<file path="config.mk">
export PLATFORM = sky130hd
export DESIGN_NAME = eim_gate
export DESIGN_NICKNAME = d
export VERILOG_FILES = /design/src/eim_pkg.sv /design/src/eim_gate.sv
export VERILOG_INCLUDE_DIRS = /design/src
export SDC_FILE = /design/constraint.sdc
export NUM_CORES = 1
export LEC_CHECK = 0
export ABC_CLOCK_PERIOD_IN_PS = 4100
export BUFFER_PORTS_ARGS = -buffer_cell sky130_fd_sc_hd__buf_2
export CORE_UTILIZATION = 47
export CTS_CLUSTER_DIAMETER = 80
export CTS_CLUSTER_SIZE = 28
export DETAILED_ROUTE_END_ITERATION = 8
export PLACE_DENSITY = 0.87
export SLEW_MARGIN = 0
export SYNTH_ARGS = -nofsm -noshare
export SYNTH_HDL_FRONTEND = slang
export SYNTH_SLANG_ARGS = --single-unit
</file>
<file path="constraint.sdc">
create_clock -name clk_in -period 4.1 [get_ports clk_in]
set_input_delay 0.41 -clock clk_in [delete_from_list [all_inputs] [get_ports clk_in]]
set_output_delay 0.41 -clock clk_in [all_outputs]
set_load 0.02 [all_outputs]
</file>
<file path="src/eim_params.svh">
// Constants for the upper system event mask interrupt gate
`ifndef EIM_PARAMS_SVH
`define EIM_PARAMS_SVH

// Register indices; byte address is four times the index
`define EIM_MASK_IDX 6'h0e
`define EIM_STATUS_IDX 6'h0f

// Reset value of the event mask
`define EIM_MASK_RESET 32'h0000_0000

// Implemented mask bits: 11..18 and 20..29
`define EIM_VALID_BITS 32'h3ff7_f800

// Summary flag position in the status view
`define EIM_SUMMARY_BIT 0

// Event bit positions
`define EIM_BIT_PHY_HDR_DETECT 11
`define EIM_BIT_PHY_HDR_ERROR 12
`define EIM_BIT_FRAME_READY 13
`define EIM_BIT_FCS_GOOD 14
`define EIM_BIT_FCS_ERROR 15
`define EIM_BIT_RS_SYNC_LOSS 16
`define EIM_BIT_FRAME_WAIT_TIMEOUT 17
`define EIM_BIT_EDGE_DETECT_ERROR 18
`define EIM_BIT_RESERVED_19 19
`define EIM_BIT_RX_OVERRUN 20
`define EIM_BIT_PREAMBLE_TIMEOUT 21
`define EIM_BIT_PIN_EVENT 22
`define EIM_BIT_SLEEP_TO_INIT 23
`define EIM_BIT_RF_PLL_UNLOCK 24
`define EIM_BIT_CLK_PLL_UNLOCK 25
`define EIM_BIT_SFD_TIMEOUT 26
`define EIM_BIT_HALF_PERIOD_WARN 27
`define EIM_BIT_TX_BUFFER_ERROR 28
`define EIM_BIT_FILTER_REJECT 29
`define EIM_BIT_RESERVED_30 30
`define EIM_BIT_RESERVED_31 31

// Avalon response codes
`define EIM_RESP_OKAY 2'h0
`define EIM_RESP_DECODE_ERROR 2'h3

`endif

</file>
<file path="src/eim_pkg.sv">
// Types for the upper system event mask interrupt gate
`default_nettype none
package eim_pkg;
  `include "eim_params.svh"

  typedef logic [31:0] eim_word_t;

  typedef enum logic [1:0] {
    EIM_RESP_OK = `EIM_RESP_OKAY,
    EIM_RESP_DECERR = `EIM_RESP_DECODE_ERROR
  } eim_resp_t;

  // Gray sequence along the access path
  typedef enum logic {
    EIM_BUS_IDLE = 1'b0,
    EIM_BUS_ACK = 1'b1
  } eim_bus_state_t;
endpackage : eim_pkg
`default_nettype wire

</file>
<file path="src/eim_gate.sv">
// Upper system event mask register and interrupt line gating
`timescale 1ns/1ps
`default_nettype none
`include "eim_params.svh"

module eim_gate (
  // Clock and reset
  input wire logic clk_in,
  input wire logic sys_rst_in,
  // Avalon-MM slave
  input wire logic [7:0] avs_address_in,
  input wire logic avs_read_in,
  input wire logic avs_write_in,
  input wire logic [3:0] avs_byteenable_in,
  input wire logic [31:0] avs_writedata_in,
  output eim_pkg::eim_word_t avs_readdata_out,
  output eim_pkg::eim_resp_t avs_response_out,
  output logic avs_waitrequest_out,
  // Latched event status from the status block
  input wire logic [31:0] evt_status_in,
  // Write-one clear pulses toward the status block
  output eim_pkg::eim_word_t status_clear_out,
  // Interrupt request and summary
  output logic irq_out,
  output logic interrupt_summary_flag_out
);
  import eim_pkg::*;

  eim_word_t system_event_mask;
  eim_word_t next_system_event_mask;
  eim_word_t next_readdata;
  eim_resp_t next_response;
  eim_word_t next_status_clear;
  eim_bus_state_t bus_state;
  eim_bus_state_t next_bus_state;
  logic next_waitrequest;
  eim_word_t gate;
  logic next_irq;

  function automatic logic sel_reg(input logic [7:0] addr, input logic [5:0] idx);
    sel_reg = (addr[7:2] == idx) && (addr[1:0] == 2'h0);
  endfunction : sel_reg

  function automatic eim_word_t lane_mask(input logic [3:0] be);
    lane_mask = {{8{be[3]}}, {8{be[2]}}, {8{be[1]}}, {8{be[0]}}};
  endfunction : lane_mask

  // Bus handshake: one cycle of waitrequest high, then one low
  logic req;
  logic done;
  logic hit_mask;
  logic hit_status;

  always_comb begin
    req = avs_read_in | avs_write_in;
    done = req && (bus_state == EIM_BUS_ACK);
    hit_mask = sel_reg(avs_address_in, `EIM_MASK_IDX);
    hit_status = sel_reg(avs_address_in, `EIM_STATUS_IDX);
    next_bus_state = bus_state;
    next_waitrequest = 1'b1;
    next_readdata = avs_readdata_out;
    next_response = avs_response_out;
    unique case (bus_state)
      EIM_BUS_IDLE: begin
        if (req) begin
          next_bus_state = EIM_BUS_ACK;
          next_waitrequest = 1'b0;
          next_response = (hit_mask || hit_status) ? EIM_RESP_OK : EIM_RESP_DECERR;
          if (!avs_read_in) begin
            next_readdata = '0;
          end else if (hit_mask) begin
            next_readdata = system_event_mask;
          end else if (hit_status) begin
            next_readdata = (evt_status_in & `EIM_VALID_BITS)
              | ({31'h0, irq_out} << `EIM_SUMMARY_BIT);
          end else begin
            next_readdata = '0;
          end
        end
      end
      EIM_BUS_ACK: begin
        next_bus_state = EIM_BUS_IDLE;
      end
    endcase
  end

  // Mask register and clear pulses; reserved bits never store
  always_comb begin
    next_system_event_mask = system_event_mask;
    next_status_clear = '0;
    if (done && avs_write_in && hit_mask) begin
      next_system_event_mask = ((system_event_mask & ~lane_mask(avs_byteenable_in))
        | (avs_writedata_in & lane_mask(avs_byteenable_in)))
        & `EIM_VALID_BITS;
    end
    if (done && avs_write_in && hit_status) begin
      next_status_clear = avs_writedata_in & lane_mask(avs_byteenable_in)
        & `EIM_VALID_BITS;
    end
  end

  // Per-source gating; reserved positions stay zero
  always_comb begin
    gate = '0;
    gate[`EIM_BIT_PHY_HDR_DETECT] = system_event_mask[`EIM_BIT_PHY_HDR_DETECT]
      & evt_status_in[`EIM_BIT_PHY_HDR_DETECT];
    gate[`EIM_BIT_PHY_HDR_ERROR] = system_event_mask[`EIM_BIT_PHY_HDR_ERROR]
      & evt_status_in[`EIM_BIT_PHY_HDR_ERROR];
    gate[`EIM_BIT_FRAME_READY] = system_event_mask[`EIM_BIT_FRAME_READY]
      & evt_status_in[`EIM_BIT_FRAME_READY];
    gate[`EIM_BIT_FCS_GOOD] = system_event_mask[`EIM_BIT_FCS_GOOD]
      & evt_status_in[`EIM_BIT_FCS_GOOD];
    gate[`EIM_BIT_FCS_ERROR] = system_event_mask[`EIM_BIT_FCS_ERROR]
      & evt_status_in[`EIM_BIT_FCS_ERROR];
    gate[`EIM_BIT_RS_SYNC_LOSS] = system_event_mask[`EIM_BIT_RS_SYNC_LOSS]
      & evt_status_in[`EIM_BIT_RS_SYNC_LOSS];
    gate[`EIM_BIT_FRAME_WAIT_TIMEOUT] = system_event_mask[`EIM_BIT_FRAME_WAIT_TIMEOUT]
      & evt_status_in[`EIM_BIT_FRAME_WAIT_TIMEOUT];
    gate[`EIM_BIT_EDGE_DETECT_ERROR] = system_event_mask[`EIM_BIT_EDGE_DETECT_ERROR]
      & evt_status_in[`EIM_BIT_EDGE_DETECT_ERROR];
    gate[`EIM_BIT_RX_OVERRUN] = system_event_mask[`EIM_BIT_RX_OVERRUN]
      & evt_status_in[`EIM_BIT_RX_OVERRUN];
    gate[`EIM_BIT_PREAMBLE_TIMEOUT] = system_event_mask[`EIM_BIT_PREAMBLE_TIMEOUT]
      & evt_status_in[`EIM_BIT_PREAMBLE_TIMEOUT];
    gate[`EIM_BIT_PIN_EVENT] = system_event_mask[`EIM_BIT_PIN_EVENT]
      & evt_status_in[`EIM_BIT_PIN_EVENT];
    gate[`EIM_BIT_SLEEP_TO_INIT] = system_event_mask[`EIM_BIT_SLEEP_TO_INIT]
      & evt_status_in[`EIM_BIT_SLEEP_TO_INIT];
    gate[`EIM_BIT_RF_PLL_UNLOCK] = system_event_mask[`EIM_BIT_RF_PLL_UNLOCK]
      & evt_status_in[`EIM_BIT_RF_PLL_UNLOCK];
    gate[`EIM_BIT_CLK_PLL_UNLOCK] = system_event_mask[`EIM_BIT_CLK_PLL_UNLOCK]
      & evt_status_in[`EIM_BIT_CLK_PLL_UNLOCK];
    gate[`EIM_BIT_SFD_TIMEOUT] = system_event_mask[`EIM_BIT_SFD_TIMEOUT]
      & evt_status_in[`EIM_BIT_SFD_TIMEOUT];
    gate[`EIM_BIT_HALF_PERIOD_WARN] = system_event_mask[`EIM_BIT_HALF_PERIOD_WARN]
      & evt_status_in[`EIM_BIT_HALF_PERIOD_WARN];
    gate[`EIM_BIT_TX_BUFFER_ERROR] = system_event_mask[`EIM_BIT_TX_BUFFER_ERROR]
      & evt_status_in[`EIM_BIT_TX_BUFFER_ERROR];
    gate[`EIM_BIT_FILTER_REJECT] = system_event_mask[`EIM_BIT_FILTER_REJECT]
      & evt_status_in[`EIM_BIT_FILTER_REJECT];
    // Registered line lags status and mask by one cycle, but never glitches
    next_irq = |gate;
  end

  always_ff @(posedge clk_in or posedge sys_rst_in) begin
    if (sys_rst_in) begin
      bus_state <= EIM_BUS_IDLE;
      avs_waitrequest_out <= 1'b1;
      avs_readdata_out <= '0;
      avs_response_out <= EIM_RESP_OK;
      system_event_mask <= `EIM_MASK_RESET;
      status_clear_out <= '0;
      irq_out <= 1'b0;
      interrupt_summary_flag_out <= 1'b0;
    end else begin
      bus_state <= next_bus_state;
      avs_waitrequest_out <= next_waitrequest;
      avs_readdata_out <= next_readdata;
      avs_response_out <= next_response;
      system_event_mask <= next_system_event_mask;
      status_clear_out <= next_status_clear;
      irq_out <= next_irq;
      interrupt_summary_flag_out <= next_irq;
    end
  end
endmodule : eim_gate
`default_nettype wire

</file>
Word level (Yosys, flattened, before mapping)
Index checks and enable logic that the tools add are counted.
- flip-flop bits (word level): 87
- input port bits: 80
- output and inout port bits: 69
- logic and storage cells: 53
- equal/unequal tests: 2
- multiplexer cells: 9
- bitwise operators: 25
- reductions and logical operators: 10
- operators by type and width (kind ; count):
    two-way mux 30 bit ; 4
    bitwise AND 30 bit ; 2
    NOT 30 bit ; 1
    bitwise OR 30 x 1 -> 30 bit ; 1
    bitwise OR 30 bit ; 1
    bitwise AND 1 bit ; 18
    OR reduction 18 bit ; 1
    == test 6 x 4 -> 1 bit, second input constant ; 2
    logical AND 1 bit ; 6
    two-way mux 1 bit ; 3
    logical NOT 2 bit ; 1
    two-way mux 2 bit ; 1
    case mux 1 bit (2 select lines) ; 1
    AND reduction 2 bit ; 1
    logical OR 1 bit ; 1
    NOT 1 bit ; 1
    bitwise OR 1 bit ; 1

Longest topological paths before layout
Gate-level depths: netlist of the first run.
- depth after elaboration: 5
- gate-level depth with buffers: 6
- mapped depth without buffers: 4

Worst setup path after synthesis of the first run
OpenSTA, ideal clock, no wires.
- path kind: input-to-reg
- from: in avs_address_in[7]
- to: reg status_clear_out[16]
- setup time: 66 ps
- arrival: 1432 ps
- data required time: 4034 ps
- setup slack: 2601 ps
- stages on the path: 6
- path buffers: 2
- cells stage by stage: nor4_2 > and4_1 > and3_1 > buf_4 > buf_6 > and3_1
- cells in the longest elaborated chain, start to end: 4
- RTL lines (what ; RTL line ; RTL):
    start, declared ; eim_gate.sv:11 ; input wire logic [7:0] avs_address_in,
    == test 6 x 4 -> 1 bit ; eim_gate.sv:41 ; sel_reg = (addr[7:2] == idx) && (addr[1:0] == 2'h0);
    logical AND 1 bit ; eim_gate.sv:41 ;
    logical AND 1 bit ; eim_gate.sv:96 ; if (done && avs_write_in && hit_status) begin
    two-way mux 30 bit ; eim_gate.sv:96 ;
    net next_status_clear[16] ; eim_gate.sv:33 ; eim_word_t next_status_clear;
    end signal, assigned ; eim_gate.sv:161 ; status_clear_out <= next_status_clear;
    end, declared ; eim_gate.sv:22 ; output eim_pkg::eim_word_t status_clear_out,
The timed path passes the listed nets, and every way through them passes these cells.
A chain may end at the register's enable or synchronous reset.

Worst setup path in the final report of the first run
- from: in avs_address_in[7]
- to: reg status_clear_out[13]
Same word-level chain as after synthesis.

==> results of run 1 <==
-- worst max-delay path, delay by kind of cell --
family | cells | cell delay, ns
buf+inv | 1 | 0.10
simple gates | 4 | 1.36
-- layout by cell type (no fill, tap or decap), drive strengths merged --
master   n
buf     93
dfrtp   58
conb    27
nand2   24
o21ai   20
and3    20
mux2    18
mux2i   18
clkbuf  11
a22o     3
a221oi   3
a22oi    3
clkinv   3
inv      2
nand3    1
nor4     1
and2     1
and4bb   1
o21bai   1
and4     1
nand3b   1
nand4    1
dfstp    1
-- layout make-up --
type / count / area share, %
tap: 70 / 2.77
multi-input combinational: 144 / 30.1
clock inverter: 3 / 0.475
clock buffer: 11 / 4.79
sequential: 59 / 46.8
inverter: 2 / 0.238
timing repair buffer: 93 / 14.8
-- stage by stage --
step                      hold slack, ns  util [%]  power, uW
after global routing               0.307      60.7       1220
after CTS                          0.299      60.7       1180
after floorplan                    0.502         -        699
after global placement             0.458      57.5        721
after detailed placement           0.469      57.5        724
final                              0.267      60.7       1170
-- worst paths after layout --
path | end | slack, ns | cells past startpoint
min in group clk_in | flop | 0.32 | 2
worst max-delay path | status_clear_out[13] | 2.49 | 5
worst min register to register | avs_readdata_out[14] | 0.48 | 2
worst max register to register | flop | 2.61 | 4
worst min-delay path | avs_readdata_out[15] | 0.27 | 3
max in group asynchronous | status_clear_out[14] | 3.34 | 3
-- power groups by stage --
stage                     sequential, uW  clock, uW  combinational [uW]
after floorplan                      612          0                86.6
after global placement               606          0                 114
after detailed placement             608          0                 117
after CTS                            597        463                 117
after global routing                 598        490                 127
final                                597        453                 116
-- per-layer routing --
layer / share of wire [%] / GRT usage (%)
met4: 1.8 / 8.46
met3: 5.9 / 7.66
met2: 51 / 35.8
met1: 41 / 24.7
met5: 0 / 0
-- logic make-up after synthesis --
family | Yosys count
multiplexers | 36
AO/OA/AOI/OAI | 30
other | 1
buffers and inverters | 38
flip-flops | 59
AND/OR/NAND/NOR | 51
==> flow_summary.ini, run 1 <==
[status]
status = finished, final reports clean

[pwr]
power_frac_clock_pct = 38.9
power_density_nw_per_um2 = 369
switching_share_pct = 25.3
switching_power_uw = 295
combPwrFrac_pct = 10.0
p_leak_uw = 0.00185
vdd_drop_max_uv = 179
intPower_uw = 871
power_frac_seq_pct = 51.2

[finish]
areaGrowthSynthToFinish_pct = 21.8
diodes = 0
post_layout_nonfiller_instances = 382
n_fill_cell = 460
nNetsFinal = 389
drive_gt1_share_pct = 42.3
stdcell_area_um2 = 3160
regArea_um2 = 1480
multiInputGateArea_um2 = 951

[logic_synthesis]
avgSynthCellArea_um2 = 12.1
yosys_warnings = 0
yosysMostFrequentCell = dfrtp_1
synth.largest_area_cell = dfrtp_1
ys_seq_area_share_pct = 57.0
synthAdderAreaFrac_pct = 0
netlist_top_cells_area = dfrtp_1 56%, buf_4 8.7%, mux2_2 7.8%
synthSimpleGateAreaFrac_pct = 10.8
synth_compound_area_share_pct = 7.04
async_reset_ff_share_pct = 100
ys_seq_elements = 59
synth_cells = 215
synth.distinct_cells = 26
synth_mux_area_share_pct = 14.8
yosys_most_used_dff = dfrtp_1
synth_top_area_share_pct = 56.0
synth_area_um2 = 2590
netlist_top_cells_count = 58 x dfrtp_1, 30 x buf_4, 23 x nand2_1
synth_top_family_by_area = multiplexers
synth_edf_count = 0
synth-xor-area-share_pct = 0

[critical_path]
start_kind = input port
crit_slowest_cell = and3_1
max_stage_delay_ns = 0.52
end_kind = flop
crit_arrival_ns = 1.87
required_ns = 4.36
crit_top_cell = and3_1
r2r_start = bus_state
timing.critical_path.from = avs_address_in[7]
crit_chain = buf_2 -> nor4_2 -> and4_1 -> and3_1 -> and3_1
worstSetupPathType = input port to flop
cp_max_fo = 18

[placement]
port_buffers = 92
dp_cells = 368
dpl_worst_slack_ns = 2.17
place_congestion = 0.793
placed_cell_area_um2 = 2990
hpwlAfterDp_um = 4170

[floorplanning]
rows = 26
initial_core_util_pct = 49.8
ios = 149
die_area_um2 = 5820
core_um2 = 5200
die_w_um = 76.3
dieHeight_um = 76.3

[clock_tree]
cts_buffers = 9
h-tree-depth = 3
cts_tree = yes
clk_latency_ns = 0.33
post_cts_buffers = 0
clk_pin_slew_ns = 0.06
postCtsHoldBufs = 0
clockRootBuffer = clkbuf_8
post_cts_resized = 0
clk_path_buf_depth = 2
cts_sinks = 59

[drt]
wl_um = 5650
drc = 0
dr.first_iter.drc_count = 123
drtAntennaViolNets = 0
routed_via_density = 4.95
route.vias.total = 1890
wl_per_cell_um = 14.8
dr.pass1.iters = 4

[sta]
setup_viol = 0
fin_crit_ns = 1.61
period_share_pct = 39.2
fmax_mhz = 622
relSlewSlack_pct = 39.5
fin_ws_ns = 2.49
finalClockSkew_ns = 0.00582
hold_viol = 0
grt_setup_unrepaired = no
tightest_slew_ns = 0.907
setup_tns_ns = 0
slew_viol_final = 0

[worst_hold_path]
hp-class = input port to async pin

[global_routing]
track_usage_pct = 21.3
grt_max_degree = 60
grt_pass1_wl_um = 9310
antenna_found_initial = 0
grt_pass1_vias = 1919
gr-total-overflow = 0

[run]
cap_violations = 0
No activity file was read; power rests on OpenSTA's default activity.
==> inputs of run 2 (changes only) <==
--- a/config.mk
+++ b/config.mk
@@ -6,13 +6,13 @@
 export SDC_FILE = /design/constraint.sdc
 export NUM_CORES = 1
 export LEC_CHECK = 0
-export ABC_CLOCK_PERIOD_IN_PS = 4100
+export ABC_CLOCK_PERIOD_IN_PS = 1300
 export BUFFER_PORTS_ARGS = -buffer_cell sky130_fd_sc_hd__buf_2
-export CORE_UTILIZATION = 47
+export CORE_UTILIZATION = 39
 export CTS_CLUSTER_DIAMETER = 80
 export CTS_CLUSTER_SIZE = 28
 export DETAILED_ROUTE_END_ITERATION = 8
-export PLACE_DENSITY = 0.87
+export PLACE_DENSITY = 0.77
 export SLEW_MARGIN = 0
 export SYNTH_ARGS = -nofsm -noshare
 export SYNTH_HDL_FRONTEND = slang
==> constraint.sdc (replaced) <==
create_clock -name clk_in -period 1.3 [get_ports clk_in]
set_input_delay 0.13 -clock clk_in [delete_from_list [all_inputs] [get_ports clk_in]]
set_output_delay 0.13 -clock clk_in [all_outputs]
set_load 0.02 [all_outputs]
==> flow_summary.ini, run 2 (same netlist as run 1, synthesis figures left out) <==
[finish]
drive_gt1_share_pct = 45.8
diodes = 0
nNetsFinal = 400
mostFrequentLayoutCell = buf_2
areaGrowthSynthToFinish_pct = 32.5
post_layout_nonfiller_instances = 402
final_cell_mix = 92 x buf_2, 58 x dfrtp_1, 27 x conb_1, 21 x nand2_1

[critical_path]
cp_num_cells = 4
required_ns = 1.51
crit_chain = and2_4 -> and4bb_4 -> nand2_4 -> mux2_4
path_buf_inv = 0
reg2regPathDepth = 4
crit_slowest_cell = dfrtp_1
max_stage_delay_ns = 0.34
start_kind = flop
cp_max_fo = 7
end_kind = flop
crit_arrival_ns = 1.55
cp_top_family = simple AND/OR/NAND/NOR gates
worstSetupPathType = flop to flop

[sta]
slew_viol_final = 0
tightest_slew_ns = 0.553
holdWs_ns = 0.0433
setup_viol = 18
grt_setup_unrepaired = yes
fin_crit_ns = 1.34
relSlewSlack_pct = 63.1
finalClockSkew_ns = 0.00484
fin_ws_ns = -0.0359
hold_viol = 0
fmax_mhz = 749
period_share_pct = 103
setup_tns_ns = -0.430

[global_routing]
track_usage_pct = 17.8
grt_pass1_wl_um = 9400
grt_max_degree = 51
gr-total-overflow = 0
antenna_found_initial = 0
grt_pass1_vias = 1915

[worst_hold_path]
hp-class = input port to flop
min_path_cells = 2

[placement]
port_buffers = 92
dp_cells = 384
dpl_worst_slack_ns = -0.191
place_congestion = 0.809
hpwlAfterDp_um = 4570

[drt]
routed_via_density = 4.81
wl_um = 5980
drc = 0
dr.first_iter.drc_count = 48
wl_per_cell_um = 14.9
drtAntennaViolNets = 0
dr.pass1.iters = 4
route.vias.total = 1935

[floorplanning]
core_um2 = 6390
die_w_um = 83.6
ios = 149
die_area_um2 = 6980
dieHeight_um = 83.6
rows = 29
initial_core_util_pct = 40.6

[clock_tree]
cts_buffers = 9
clk_latency_ns = 0.33
clockRootBuffer = clkbuf_8
h-tree-depth = 3
clk_path_buf_depth = 2
cts_tree = yes
clk_pin_slew_ns = 0.07
cts_sinks = 59

[status]
status = finished with violations
violations = negative setup slack

[pwr]
vdd_drop_max_uv = 658
power_density_nw_per_um2 = 1250
p_leak_uw = 0.00200

[run]
cap_violations = 0
==> run 2: timing repair <==
action / CTS / global route
endpoints found under the hold margin: 9 / 0
gates resized for setup: 7 / 4
pin swaps: 3 / 2
endpoints found under the setup margin: 23 / 19
setup buffers: 0 / 1
hold buffers: 1 / 0
==> run 2: where the power goes <==
group	internal, uW	switching (uW)	total (uW)
Clock	1320	690	2010
Combinational	144	260	404
Sequential	1860	17.5	1880
==> run 2: metrics by stage <==
stage                     instance area [um^2]  total power (uW)  utilization, %
after floorplan                           2710              2200               -
after global placement                    3120              2300            48.9
after detailed placement                  3120              2310            48.9
after CTS                                 3410              4340            53.4
after global routing                      3440              4460            53.8
final                                     3440              4300            53.8
==> run 2: path summary, 6_finish.rpt <==
kind | from | end | slack [ns]
setup / recovery | bus_state | flop | -0.04
hold / removal | avs_writedata_in[23] | flop | 0.04
setup reg to reg | bus_state | flop | -0.04
hold reg to reg | avs_readdata_out[16] | avs_readdata_out[16] | 0.47
max in group asynchronous | sys_rst_in | async pin | 0.50
min in group asynchronous | sys_rst_in | avs_readdata_out[13] | 0.29
==> run 2: metal layers <==
layer	vias up	global-route usage (%)	wire length [um]
met1	922	21.9	2560
met5	-	0	0
met3	10	5.74	437
met2	91	28.2	2890
li1	912	-	-
met4	0	8.63	92
==> run 2: area by class of cell <==
class | count | area, um^2
clock buffers | 11 | 141
clock inverters | 5 | 100
fillers | 608 | 2950
repair buffers | 104 | 591
well taps | 77 | 96.3
flip-flops and latches | 59 | 1480
inverters | 2 | 11.3
multi-input cells | 144 | 1020
==> inputs of run 3 (changes only) <==
--- a/config.mk
+++ b/config.mk
@@ -6,13 +6,14 @@
 export SDC_FILE = /design/constraint.sdc
 export NUM_CORES = 1
 export LEC_CHECK = 0
+export ABC_AREA = 1
 export ABC_CLOCK_PERIOD_IN_PS = 1300
 export BUFFER_PORTS_ARGS = -buffer_cell sky130_fd_sc_hd__buf_2
-export CORE_UTILIZATION = 39
+export CORE_UTILIZATION = 41
 export CTS_CLUSTER_DIAMETER = 80
 export CTS_CLUSTER_SIZE = 28
 export DETAILED_ROUTE_END_ITERATION = 8
-export PLACE_DENSITY = 0.77
+export PLACE_DENSITY = 0.78
 export SLEW_MARGIN = 0
 export SYNTH_ARGS = -nofsm -noshare
 export SYNTH_HDL_FRONTEND = slang
==> flow_summary.ini, run 3 <==
[finish]
final_cell_mix = 92 x buf_2, 81 x nand2_1, 58 x dfrtp_1, 40 x nand3_1, 39 x nand4_1
diodes = 0
nNetsFinal = 507
postLayoutCoreUtil_pct = 53.6
drive_gt1_share_pct = 31.5
mostFrequentLayoutCell = buf_2
areaGrowthSynthToFinish_pct = 25.5

[sta]
holdWs_ns = 0.0180
setup_tns_ns = 0
setup_viol = 0
hold_viol = 0
fin_ws_ns = 0.104
fmax_mhz = 836
grt_setup_unrepaired = no
finalClockSkew_ns = 0.00657
fin_crit_ns = 1.20
period_share_pct = 92.0
slew_viol_final = 0

[pwr]
power_density_nw_per_um2 = 1190
vdd_drop_max_uv = 990
p_leak_uw = 0.00211

[clock_tree]
cts_sinks = 59
post_cts_buffers = 0
clk_pin_slew_ns = 0.07
clk_path_buf_depth = 2
cts_buffers = 9
clockRootBuffer = clkbuf_8
h-tree-depth = 3
cts_tree = yes
clk_latency_ns = 0.33

[logic_synthesis]
yosysMostFrequentCell = nand2_1
netlist_top_cells_area = dfrtp_1 49%, nand2_1 10%, nand4_1 8.3%
synth_top_area_share_pct = 49.4
netlist_top_cells_count = 81 x nand2_1, 58 x dfrtp_1, 40 x nand3_1
avgSynthCellArea_um2 = 8.85
synth.distinct_cells = 20
synth_cells = 332
yosys_warnings = 0
async_reset_ff_share_pct = 100
synth.largest_area_cell = dfrtp_1
ys_seq_elements = 59
yosys_most_used_dff = dfrtp_1
synth_area_um2 = 2940
synth_edf_count = 0
ys_seq_area_share_pct = 50.3

[floorplanning]
dieHeight_um = 86.6
die_w_um = 86.6
rows = 30
initial_core_util_pct = 42.8
die_area_um2 = 7500
ios = 149
core_um2 = 6870

[worst_hold_path]
min_path_cells = 3
min_from = avs_writedata_in[26]
hp-class = input port to flop
hold-path-endpoint = status_clear_out[26]

[global_routing]
antenna_found_initial = 0
grt_max_degree = 37
gr-total-overflow = 0
grt_pass1_vias = 2334
grt_pass1_wl_um = 10900
track_usage_pct = 19.2

[placement]
dpl_worst_slack_ns = 0.0413
hpwlAfterDp_um = 4960
port_buffers = 92
place_congestion = 0.790

[critical_path]
worstSetupPathType = flop to flop
required_ns = 1.57
reg2regPathDepth = 5
start_kind = flop
end_kind = flop
crit_arrival_ns = 1.47
reg2reg_slack_ns = 0.10
cp_max_fo = 14
r2r_start = bus_state

[drt]
wl_met1_um = 3070
wl_um = 6680
routed_via_density = 4.73
highest_layer = met4
drtAntennaViolNets = 0
wl_met3_um = 399
route.vias.total = 2495
drc = 0
wl_met2_um = 3120
dr.pass1.iters = 4
dr.first_iter.drc_count = 180
wl_per_cell_um = 12.7

[run]
cap_violations = 0

[status]
status = finished, final reports clean
==> run 3: cell types whose count changed after synthesis, moves of 18 or more <==
cell / change
mux2_2: -18
nor2_1: +23
nand3_1: +39
nand4_1: +38
inv_1: +22
mux2i_1: -18
o21ai_0: -20
and3_1: -20
nand2_1: +58
==> run 3: how the worst max path moves through the flow <==
stage               startpoint   end
finish               bus_state  flop
global route         bus_state  flop
CTS                  bus_state  flop
detailed placement   bus_state  flop
global placement     bus_state  flop
floorplan            bus_state  flop
==> run 3: where the power goes <==
group          internal (uW)  switching [uW]  total, uW
registers               1860            19.8       1880
clock network           1320             710       2030
logic                    152             334        485
total                   3340            1060       4400
==> run 3: what timing repair did <==
| action | 4_1_cts | 5_1_grt |
|---|---|---|
| endpoints found under the hold margin | 15 | 0 |
| hold buffers | 2 | 0 |
| endpoints found under the setup margin | 0 | 12 |
| gates resized for setup | 0 | 2 |
==> run 3: kinds of logic (layout without fill, tap and decap cells) <==
kind of cell / count (synthesis) / in the layout / share of synthesized area, %
compound gates: 1 / 1 / 0.170
buf+inv: 71 / 145 / 15.0
flops: 59 / 59 / 50.3
other cells: 1 / 27 / 0.128
simple gates: 200 / 200 / 34.4
==> run 3: stage by stage <==
step                      instance area, um^2  std cells  power (uW)
final                                    3680        528        4400
after global routing                     3680        528        4580
after CTS                                3680        528        4440
after detailed placement                 3420        510        2400
after global placement                   3420        510        2390
after floorplan                          3040        358        2270
==> run 3: routing by layer <==
| layer | GRT usage, % | up-vias |
|---|---|---|
| met5 | 0 | - |
| met4 | 9.24 | 0 |
| met3 | 3.71 | 8 |
| met2 | 29.3 | 87 |
| met1 | 26.2 | 1168 |
| li1 | - | 1232 |
==> run 3: layout make-up <==
type                            count  area, um^2
Tap cell                           96         120
Clock buffer                       11         141
Sequential cell                    59        1480
Timing Repair Buffer              103         623
Inverter                           26         106
Multi-Input combinational cell    228        1120
Clock inverter                      5         100
Fill cell                         663        3180
==> run 3: worst max-delay path, stage by stage, from the launching register on <==
cell	delay [ns]
dfrtp_1	0.42
nand2_2	0.13
inv_4	0.19
buf_4	0.19
nand4_1	0.12
nand2_1	0.08
